[src/design/nv_store_pkg.sv]
package nv_store_pkg;
	// Direct register addresses in sector 0
	localparam logic [7:0] ADDR_PTR1_LOW = 8'h01;
	localparam logic [7:0] ADDR_PTR1_HIGH = 8'h02;
	localparam logic [7:0] ADDR_PTR2_LOW = 8'h03;
	localparam logic [7:0] ADDR_PTR2_HIGH = 8'h04;
	localparam logic [7:0] ADDR_INDIRECT1 = 8'h05;
	localparam logic [7:0] ADDR_INDIRECT2 = 8'h06;
	localparam logic [7:0] ADDR_NV_BYTE_ADDRESS = 8'h07;
	localparam logic [7:0] ADDR_NV_BYTE_DATA = 8'h08;
	// Control register location, reached only through a pointer pair
	localparam logic [7:0] CTRL_PTR_LOW = 8'h40;
	localparam logic [7:0] CTRL_PTR_HIGH = 8'h01;
	// Control register fields
	localparam int BIT_RESERVED = 7;
	localparam int BIT_STORE_GATE = 3;
	localparam int BIT_WRITE_TRIG = 2;
	localparam int BIT_FETCH_GATE = 1;
	localparam int BIT_READ_TRIG = 0;
	localparam logic [7:0] RESET_BYTE = 8'h00;
	localparam int STORE_DEPTH = 256;
	// Timing
	localparam int READ_CYCLES = 4;
	localparam logic [2:0] READ_CYCLES_W = 3'(READ_CYCLES);
	localparam int WRITE_SUB_EDGES = 8;
	localparam logic [3:0] WRITE_SUB_EDGES_W = 4'(WRITE_SUB_EDGES);

	typedef struct packed {
		logic we;
		logic re;
		logic [7:0] addr;
		logic [7:0] wdata;
	} bus_req_t;

	typedef struct packed {
		logic global_en;
		logic nv_en;
		logic mf_en;
		logic stack_full;
	} irq_enables_t;
endpackage : nv_store_pkg

[src/design/eeprom_byte_access_ctrl.sv]
`timescale 1ns/1ps
`default_nettype none

// How it works
// - Store holds 256 bytes; each access moves one byte via address and data.
// - Control register sits at 40H, sector 1, reached only by pointer pair.
// - Store gate bit 3 must be one before any write can start.
// - Write trigger bit 2 starts a write only if gate already set; auto-clears.
// - Fetch gate bit 1 must be one before any read can start.
// - Read trigger bit 0 starts a read if gate set; clears when data valid.
// - Bit 7 reserved, software keeps zero; bits 6 to 4 read as zero.
// - Data register keeps the fetched byte until the next read or write.
// - Write timed by subsidiary clock edges; done shown by trigger clear or flag.
// - Reset clears the store gate and both pointer high bytes.
// - Write end sets the store flag and the multi-function flag.
// - Vector request only with all three enables set and stack not full.
// - Service clears multi-function flag and global enable; software clears store flag.
module eeprom_byte_access_ctrl (
	input wire logic clock, // 20 MHz system clock
	input wire logic rst_n, // Asynchronous reset
	input wire nv_store_pkg::bus_req_t bus_req, // CPU data-memory access
	output logic [7:0] bus_rdata, // Read data, valid cycle after re
	input wire logic sub_clk, // Subsidiary low-speed clock, asynchronous
	input wire nv_store_pkg::irq_enables_t irq_en, // Interrupt enables
	input wire logic nv_irq_flag_clr, // Software clear of store flag
	input wire logic irq_service, // Vector taken by the CPU
	output logic nv_irq_flag, // Store interrupt request flag
	output logic mf_irq_flag, // Multi-function request flag
	output logic irq_vector_req, // Request to vector
	output logic global_irq_clear // Pulse: clear global enable
);
	import nv_store_pkg::*;

	typedef enum logic [1:0] {IDLE, READING, WRITING} op_state_t;

	////////////////////////////////////////////////////////////////////////////////
	// Registers and decode

	logic [7:0] store [STORE_DEPTH];
	logic [7:0] ptr1_low_r, ptr1_high_r, ptr2_low_r, ptr2_high_r;
	logic [7:0] nv_byte_address_r, nv_byte_data_r;
	logic reserved_r, store_gate_r, fetch_gate_r, write_busy_r, read_busy_r;
	op_state_t state_r;
	logic [2:0] read_cnt_r;
	logic [3:0] sub_edges_r;
	logic sub_meta_r, sub_sync_r, sub_prev_r;
	logic [7:0] ctrl_view;
	logic ind1_ctrl, ind2_ctrl, ctrl_hit_w, ctrl_we;
	logic start_write, start_read, write_done, read_done, sub_edge;

	// Only a pointer pair holding sector 1, offset 40H reaches the control byte
	assign ind1_ctrl = (ptr1_high_r == CTRL_PTR_HIGH) && (ptr1_low_r == CTRL_PTR_LOW);
	assign ind2_ctrl = (ptr2_high_r == CTRL_PTR_HIGH) && (ptr2_low_r == CTRL_PTR_LOW);
	assign ctrl_hit_w = ((bus_req.addr == ADDR_INDIRECT1) && ind1_ctrl) ||
		((bus_req.addr == ADDR_INDIRECT2) && ind2_ctrl);
	assign ctrl_we = bus_req.we && ctrl_hit_w;

	// Gates are sampled before this write lands, so setting gate and trigger together fails
	assign start_write = ctrl_we && bus_req.wdata[BIT_WRITE_TRIG] && store_gate_r &&
		(state_r == IDLE);
	assign start_read = ctrl_we && bus_req.wdata[BIT_READ_TRIG] && fetch_gate_r &&
		(state_r == IDLE) && !start_write;

	assign ctrl_view = {reserved_r, 3'h0, store_gate_r, write_busy_r, fetch_gate_r,
		read_busy_r};

	////////////////////////////////////////////////////////////////////////////////
	// Pointer registers

	always_ff @(posedge clock or negedge rst_n) begin
		if (!rst_n) begin
			ptr1_low_r <= 8'h00;
			ptr1_high_r <= 8'h00;
			ptr2_low_r <= 8'h00;
			ptr2_high_r <= 8'h00;
		end else if (bus_req.we) begin
			if (bus_req.addr == ADDR_PTR1_LOW) ptr1_low_r <= bus_req.wdata;
			if (bus_req.addr == ADDR_PTR1_HIGH) ptr1_high_r <= bus_req.wdata;
			if (bus_req.addr == ADDR_PTR2_LOW) ptr2_low_r <= bus_req.wdata;
			if (bus_req.addr == ADDR_PTR2_HIGH) ptr2_high_r <= bus_req.wdata;
		end
	end

	////////////////////////////////////////////////////////////////////////////////
	// Address and data registers

	always_ff @(posedge clock or negedge rst_n) begin
		if (!rst_n) begin
			nv_byte_address_r <= RESET_BYTE;
		end else if (bus_req.we && bus_req.addr == ADDR_NV_BYTE_ADDRESS) begin
			nv_byte_address_r <= bus_req.wdata;
		end
	end

	// Fetched byte wins over a CPU write in the same cycle; it stays until next op
	always_ff @(posedge clock or negedge rst_n) begin
		if (!rst_n) begin
			nv_byte_data_r <= RESET_BYTE;
		end else if (read_done) begin
			nv_byte_data_r <= store[nv_byte_address_r];
		end else if (bus_req.we && bus_req.addr == ADDR_NV_BYTE_DATA) begin
			nv_byte_data_r <= bus_req.wdata;
		end
	end

	////////////////////////////////////////////////////////////////////////////////
	// Control register

	always_ff @(posedge clock or negedge rst_n) begin
		if (!rst_n) begin
			reserved_r <= 1'b0;
			store_gate_r <= 1'b0;
			fetch_gate_r <= 1'b0;
		end else if (ctrl_we) begin
			reserved_r <= bus_req.wdata[BIT_RESERVED];
			store_gate_r <= bus_req.wdata[BIT_STORE_GATE];
			fetch_gate_r <= bus_req.wdata[BIT_FETCH_GATE];
		end
	end

	// Trigger bits show busy; a write of zero cannot abort a running cycle
	always_ff @(posedge clock or negedge rst_n) begin
		if (!rst_n) begin
			write_busy_r <= 1'b0;
			read_busy_r <= 1'b0;
		end else begin
			if (start_write) write_busy_r <= 1'b1;
			else if (write_done) write_busy_r <= 1'b0;
			if (start_read) read_busy_r <= 1'b1;
			else if (read_done) read_busy_r <= 1'b0;
		end
	end

	////////////////////////////////////////////////////////////////////////////////
	// Subsidiary clock synchroniser and edge detect

	always_ff @(posedge clock or negedge rst_n) begin
		if (!rst_n) begin
			sub_meta_r <= 1'b0;
			sub_sync_r <= 1'b0;
			sub_prev_r <= 1'b0;
		end else begin
			sub_meta_r <= sub_clk;
			sub_sync_r <= sub_meta_r;
			sub_prev_r <= sub_sync_r;
		end
	end

	assign sub_edge = sub_sync_r && !sub_prev_r;

	////////////////////////////////////////////////////////////////////////////////
	// Operation sequencer

	assign read_done = (state_r == READING) && (read_cnt_r == READ_CYCLES_W - 3'd1);
	assign write_done = (state_r == WRITING) && sub_edge &&
		(sub_edges_r == WRITE_SUB_EDGES_W - 4'd1);

	always_ff @(posedge clock or negedge rst_n) begin
		if (!rst_n) begin
			state_r <= IDLE;
			read_cnt_r <= 3'h0;
			sub_edges_r <= 4'h0;
		end else begin
			case (state_r)
				IDLE: begin
					read_cnt_r <= 3'h0;
					sub_edges_r <= 4'h0;
					if (start_write) state_r <= WRITING;
					else if (start_read) state_r <= READING;
				end
				READING: begin
					read_cnt_r <= read_cnt_r + 3'd1;
					if (read_done) state_r <= IDLE;
				end
				WRITING: begin
					// Length varies in system cycles since the timer follows the slow clock
					if (sub_edge) sub_edges_r <= sub_edges_r + 4'd1;
					if (write_done) state_r <= IDLE;
				end
				default: state_r <= IDLE;
			endcase
		end
	end

	// Array has no reset so it maps onto plain storage
	always_ff @(posedge clock) begin
		if (write_done) begin
			store[nv_byte_address_r] <= nv_byte_data_r;
		end
	end

	////////////////////////////////////////////////////////////////////////////////
	// Read data

	always_ff @(posedge clock or negedge rst_n) begin
		if (!rst_n) begin
			bus_rdata <= 8'h00;
		end else if (bus_req.re) begin
			if (ctrl_hit_w) bus_rdata <= ctrl_view;
			else begin
				case (bus_req.addr)
					ADDR_PTR1_LOW: bus_rdata <= ptr1_low_r;
					ADDR_PTR1_HIGH: bus_rdata <= ptr1_high_r;
					ADDR_PTR2_LOW: bus_rdata <= ptr2_low_r;
					ADDR_PTR2_HIGH: bus_rdata <= ptr2_high_r;
					ADDR_NV_BYTE_ADDRESS: bus_rdata <= nv_byte_address_r;
					ADDR_NV_BYTE_DATA: bus_rdata <= nv_byte_data_r;
					default: bus_rdata <= 8'h00;
				endcase
			end
		end
	end

	////////////////////////////////////////////////////////////////////////////////
	// Interrupt flags

	// Hardware set wins over a clear in the same cycle
	always_ff @(posedge clock or negedge rst_n) begin
		if (!rst_n) begin
			nv_irq_flag <= 1'b0;
			mf_irq_flag <= 1'b0;
			global_irq_clear <= 1'b0;
		end else begin
			if (write_done) nv_irq_flag <= 1'b1;
			else if (nv_irq_flag_clr) nv_irq_flag <= 1'b0;
			if (write_done) mf_irq_flag <= 1'b1;
			else if (irq_service) mf_irq_flag <= 1'b0;
			global_irq_clear <= irq_service;
		end
	end

	assign irq_vector_req = irq_en.global_en && irq_en.nv_en && irq_en.mf_en &&
		mf_irq_flag && nv_irq_flag && !irq_en.stack_full;

endmodule : eeprom_byte_access_ctrl

`default_nettype wire

[config.mk]
export PLATFORM = sky130hd
export DESIGN_NAME = eeprom_byte_access_ctrl
export DESIGN_NICKNAME = d
export VERILOG_FILES = /design/src/design/nv_store_pkg.sv /design/src/design/eeprom_byte_access_ctrl.sv
export SDC_FILE = /design/constraint.sdc
export NUM_CORES = 2
export LEC_CHECK = 0
export ABC_CLOCK_PERIOD_IN_PS = 3950
export BUFFER_PORTS_ARGS = -buffer_cell sky130_fd_sc_hd__clkbuf_2
export CORE_MARGIN = 2
export CORE_UTILIZATION = 30
export DETAILED_ROUTE_END_ITERATION = 16
export PLACE_DENSITY = 0.48
export SYNTH_ARGS = -nofsm -noshare
export SYNTH_HDL_FRONTEND = slang
export SYNTH_SLANG_ARGS = --single-unit
[constraint.sdc]
create_clock -name clock -period 3.95 [get_ports clock]
set_input_delay 0.1975 -clock clock [delete_from_list [all_inputs] [get_ports clock]]
set_output_delay 0.1975 -clock clock [all_outputs]
set_load 0.01 [all_outputs]
# Word level (Yosys, flattened, before mapping)
# Memory sizes are Yosys's and may differ from the RTL's.
# Index checks and enable logic that the tools add are counted.
[classes] n_addsub=2 eq_ne=20 muxes=22 reduce_logical=41
[ops] op="8-bit one-hot mux with 6 select lines" n=1
[ops] op="8-bit by 3-bit == test with 1-bit output, second input constant" n=4
[ops] op="8-bit by 1-bit == test with 1-bit output, second input constant" n=3
[ops] op="8-bit two-way mux" n=3
[ops] op="1-bit logical AND" n=23
[ops] op="8-bit by 2-bit == test with 1-bit output, second input constant" n=2
[ops] op="8-bit by 7-bit == test with 1-bit output, second input constant" n=2
[ops] op="2-bit nonzero test" n=7
[ops] op="1-bit two-way mux" n=10
[ops] op="2-bit AND reduction" n=5
[ops] op="8-bit by 4-bit == test with 1-bit output, second input constant" n=1
[ops] op="2-bit two-way mux" n=4
[ops] op="4-bit one-hot mux with 2 select lines" n=1
[ops] op="2-bit != test, second input constant" n=3
[ops] op="2-bit one-hot mux with 3 select lines" n=1
[ops] op="3-bit one-hot mux with 2 select lines" n=1
[ops] op="4-bit by 1-bit adder with 4-bit output, second input constant" n=1
[ops] op="4-bit by 3-bit == test with 1-bit output, second input constant" n=1
[ops] op="4-bit two-way mux" n=1
[ops] op="3-bit by 1-bit adder with 3-bit output, second input constant" n=1
[ops] op="3-bit by 2-bit == test with 1-bit output, second input constant" n=1
[ops] op="1-bit zero test" n=3
[ops] op="3-bit != test, second input constant" n=1
[ops] op="3-bit AND reduction" n=1
[ops] op="other kinds (4)" n=4
[word_totals] regBits=76 ramBits=2048 elab_cells=107 n_memories=1
[mem_list] memory="store" depth=256 word_bits=8 read_ports=1 rd_clocked_by_memory_dff=0 wr=1 line_no="eeprom_byte_access_ctrl.sv:39" rtl="logic [7:0] store [STORE_DEPTH];"

# Depth between registers and ports, before layout
[depth] depth_word=13 ltp_mapped=13

# Worst setup path before layout
# No wires, ideal clock.
[synth_path] path_type="register -> register" start="register nv_byte_data_r[0]" end="memory store[0][0] (data pin)" arrival_time_ns=3.199 required_time_ns=3.143 path_slack_ns=-0.055 path_stages_with_launch=1 path_cell_list="dfrtp_1"
[synth_lines] item="start, declared" line_no="eeprom_byte_access_ctrl.sv:41" rtl="logic [7:0] nv_byte_address_r, nv_byte_data_r;"
[synth_lines] item="start signal, assigned" line_no="eeprom_byte_access_ctrl.sv:100" rtl="nv_byte_data_r <= store[nv_byte_address_r];"
[synth_lines] item="start signal, assigned" line_no="eeprom_byte_access_ctrl.sv:102" rtl="nv_byte_data_r <= bus_req.wdata;"
[synth_lines] item="end, declared" line_no="eeprom_byte_access_ctrl.sv:39"
# Straight into the memory's write port.

# Worst setup path after layout
[layout_path] start="register nv_byte_address_r[0]" end="register nv_byte_data_r[4]"
[layout_via] elab_chain_len=2
[layout_rtl] item="start, declared" line_no="eeprom_byte_access_ctrl.sv:41"
[layout_rtl] item="start signal, assigned" line_no="eeprom_byte_access_ctrl.sv:91" rtl="nv_byte_address_r <= bus_req.wdata;"
[layout_rtl] item="memory read 256 x 8 bit"
[layout_rtl] item="8-bit two-way mux" line_no="eeprom_byte_access_ctrl.sv:99" rtl="end else if (read_done) begin"
# Every way passes these cells.
# A chain may end at the register's enable or synchronous reset.

==> key figures <==
Outcome
  – Status: completed

Drt
  – Routed WL per cell: 29.0 um
  – Met2 wire len: 114 mm
  – DR iter-0 viols: 4933
  – Via count: approximately 44k
  – Met1 WL: 111 mm
  – Final wirelength: roughly 250 mm
  – Uppermost layer routed: met5
  – Residual DRC: 0
  – Pre-antenna DRT Iters: 6
  – Post-DRT Antenna Nets: 0
  – Vias/cell: 5.11
  – Met3 routed wirelength: 15.4 mm

Timing
  – RSZ-0062 raised after global routing: false
  – Min Clock Period, post-route: roughly 4 ns
  – PnR worst setup slack: 0.0317 ns
  – Worst Skew: 0.0681 ns
  – Worst-Margin Slew: 1.22 ns
  – Max-slew headroom: 17.8%
  – Max Fclk: about 260 MHz
  – Max-slew violations: 0
  – Setup Viol. Count Final: 0
  – Period Utilization, post-route: 99.2%
  – Setup TNS: 0 ns
  – Final hold violations: 0

Placement
  – HPWL after DPL: 160 mm
  – Placed inst area: 90800 um^2
  – Gpl congestion: 0.827
  – Setup Slack @ Placement: 0.155 ns
  – Buffers on Ports: 38

Yosys
  – Yosys cell types: between 70 and 80
  – Post-synthesis register bit count: 2124
  – Main combinational cell family by area after synthesis: multiplexers
  – Mux contribution to synthesized area: 15.2%
  – Top FF cell, synth: edfxtp_1
  – YS warnings: 0
  – Simple-gate share of the synthesized area: 3.76%
  – Adder-cell area share of the yosys netlist: less than 1%
  – Asr flop ratio synth: under 10%
  – Sequential element share of the synthesized area: 76.0%
  – XOR/XNOR Fraction of Synth Area: 0.0105%
  – Number of enable flip-flop cells after synthesis: 2048
  – Mapped Cells: 4172
  – Syn Nets: 4202
  – Synth Cell Area: roughly 83000 um^2
  – Post-Syn Area per Cell: 20.0 um^2
  – Compound-gate portion of the synthesized area: under 10%

Worst setup path
  – CP peak stage delay: 0.80 ns
  – Slowest cell on crit path: o41ai_1
  – Worst-path cell chain: buf_12, buf_12, buf_12, mux4_2, o22ai_1, nor4_1, o41ai_1, buf_4, a21oi_1
  – Critical Path Fanout Max: 24
  – Worst EP required: 4.69 ns
  – Most used cell, CP: buf_12
  – Crit path buf inv count: 4
  – Crit path max-delay family: compound AO/OA/AOI/OAI gates
  – CP Data Arrival Time: 4.66 ns
  – Reg2reg setup slack: 0.03 ns
  – Crit start category: flip-flop
  – Critical Path End Type: flip-flop
  – Worst Path Class, Setup: reg2reg

Global routing
  – Overflow after GRT: 0
  – GRT Resource Usage Total: 17.4%
  – First-pass GRT wire length: 349 mm
  – Vias in the first global route: roughly 44k
  – Initial antenna violation count: 5
  – Pin count of the biggest net entering global routing: about 160

Finish
  – Most frequent cells in the layout: 2048 x edfxtp_1, 438 x mux4_2, 394 x buf_4
  – Commonest non-fill, non-tap cell in the layout: edfxtp_1
  – NumNets Final: 4676
  – Final core occ: 35.6%
  – Design area: 98300 um^2
  – Layout cells sized above 1: roughly 28%
  – Area growth, synth to finish: 17.9%

Floorplanning
  – Initial Util: 30.2%
  – Die X: 531 um
  – Core Region: 276000 um^2
  – # rows: ~190
  – Count of boundary I/O pins: 39
  – Die area: 282000 um^2
  – Die Height: 531 um

Clock tree
  – Clock Latency Late Sink: between 0.8 and 0.9 ns
  – CTS tree: built
  – Cts repair resizes: 0
  – # hold bufs at CTS: 20
  – Clk slew on worst S/H paths: approximately 0.06 ns
  – Setup Fix Bufs, Post-CTS: 0
  – Clock sinks: between 2k and 2.5k
  – CTS Buffer Depth: 3
  – Htree depth: 4
  – CTS Buf Count: approximately 220
  – Root buf cell: clkbuf_16

Power
  – Worst vdd ir: 0.480 mV
  – Pleak: 30.7 nW
  – Power Density: 491 nW/um^2
  – Total power: 48.3 mW

Run
  – Max_cap viols: 0

Hold path
  – Worst min path class: in2reg
## Yosys cell counts (4+ instances only)
master / n / area [um^2]
edfxtp_1: 2048 / 61500
mux4_2: 438 / 9860
nor2_1: 321 / 1200
mux2i_1: 198 / 1980
nand2_1: 161 / 604
clkbuf_1: 110 / 413
a22oi_1: 97 / 728
dfrtp_1: 76 / 1900
mux2_2: 71 / 800
a21oi_1: 59 / 295
o21ai_0: 56 / 280
buf_2: 51 / 255
nand3_1: 51 / 255
nor3_1: 44 / 220
buf_6: 42 / 473
o22ai_1: 25 / 156
buf_1: 22 / 82.6
buf_4: 21 / 158
nor4_1: 21 / 131
and3_1: 19 / 119
o211ai_1: 18 / 135
a211oi_1: 17 / 128
a221oi_1: 16 / 140
nand4_1: 16 / 100
nor2b_1: 15 / 93.8
nand2b_1: 13 / 81.3
a32o_1: 12 / 120
or3_1: 10 / 62.6
a31oi_1: 9 / 56.3
a2111oi_0: 7 / 61.3
inv_1: 7 / 26.3
o32ai_1: 7 / 61.3
a221o_1: 6 / 60.1
a32oi_1: 6 / 52.6
a22o_1: 5 / 43.8
buf_12: 5 / 100
nand4b_1: 5 / 43.8
o2111ai_1: 5 / 43.8
o41ai_1: 5 / 43.8
nor4b_1: 4 / 35.0
o32a_1: 4 / 40.0
## logic make-up (layout without fill, tap and decap cells)
kind of cell,Yosys count,count (layout)
compound gates,372,372
xor+xnor,1,1
fa+ha+maj,3,3
buf+inv,261,924
flops,2124,2124
mux,710,710
other cells,0,5
simple gates,701,701
## path summary, 6_finish.rpt
| path | startpoint | to | depth (start not counted) |
|---|---|---|---|
| setup / recovery | nv_byte_address_r[0] | nv_byte_data_r[4] | 9 |
| hold / removal | nv_irq_flag_clr | nv_irq_flag | 3 |
| setup reg to reg | nv_byte_address_r[0] | nv_byte_data_r[4] | 9 |
| hold reg to reg | sub_meta_r | sub_sync_r | 0 |
| max in group asynchronous | rst_n | ptr2_low_r[5] | 4 |
| min in group asynchronous | rst_n | sub_edges_r[3] | 4 |
## flip-flops by register name, indices dropped and copies added (netlist names), 2 cells and up
name and cells:
state_r 2, store 2048, ptr2_high_r 8, ptr2_low_r 8, ptr1_low_r 8, bus_rdata 8, read_cnt_r 3, nv_byte_address_r 8
nv_byte_data_r 8, sub_edges_r 4, ptr1_high_r 8
## area by class of cell
class                           instances  area [um^2]
Clock buffer                          272         5810
Sequential cell                      2124        63400
Multi-Input combinational cell       1787        18500
Inverter                                9         38.8
Tap cell                             3705         4640
Fill cell                           25693       178000
Antenna cell                            5         12.5
Timing Repair Buffer                  501         4360
Clock inverter                        142         1470
## worst register-to-register path: cells and delay by family (launching register included)
kind,cells,cell delay [ns]
AO/OA/AOI/OAI,3,1.28
AND/OR/NAND/NOR,1,0.26
flip-flops,1,0.72
multiplexers,1,0.53
buffers and inverters,4,1.00
## through the flow
stage	cells	hold slack [ns]
6_report	8545	0.0735
5_1_grt	8540	0.0657
3_5_place_dp	8106	0.254
3_3_place_gp	8106	0.248
2_1_floorplan	4172	-0.0981
4_1_cts	8540	0.00403
## power breakdown
group | internal, mW | leakage, nW | switching, mW
Combinational | 0.804 | 7.59 | 1.49
Sequential | 24.9 | 19.6 | 0.197
Clock | 12.0 | 3.54 | 8.90
## routing by layer
metal  up-vias  track usage (%)
met1     23666             25.1
li1      18174                -
met5         -                0
met2      1496             27.0
met4         2             5.10
met3       326             2.83
Power figures use the tool's default switching activity.
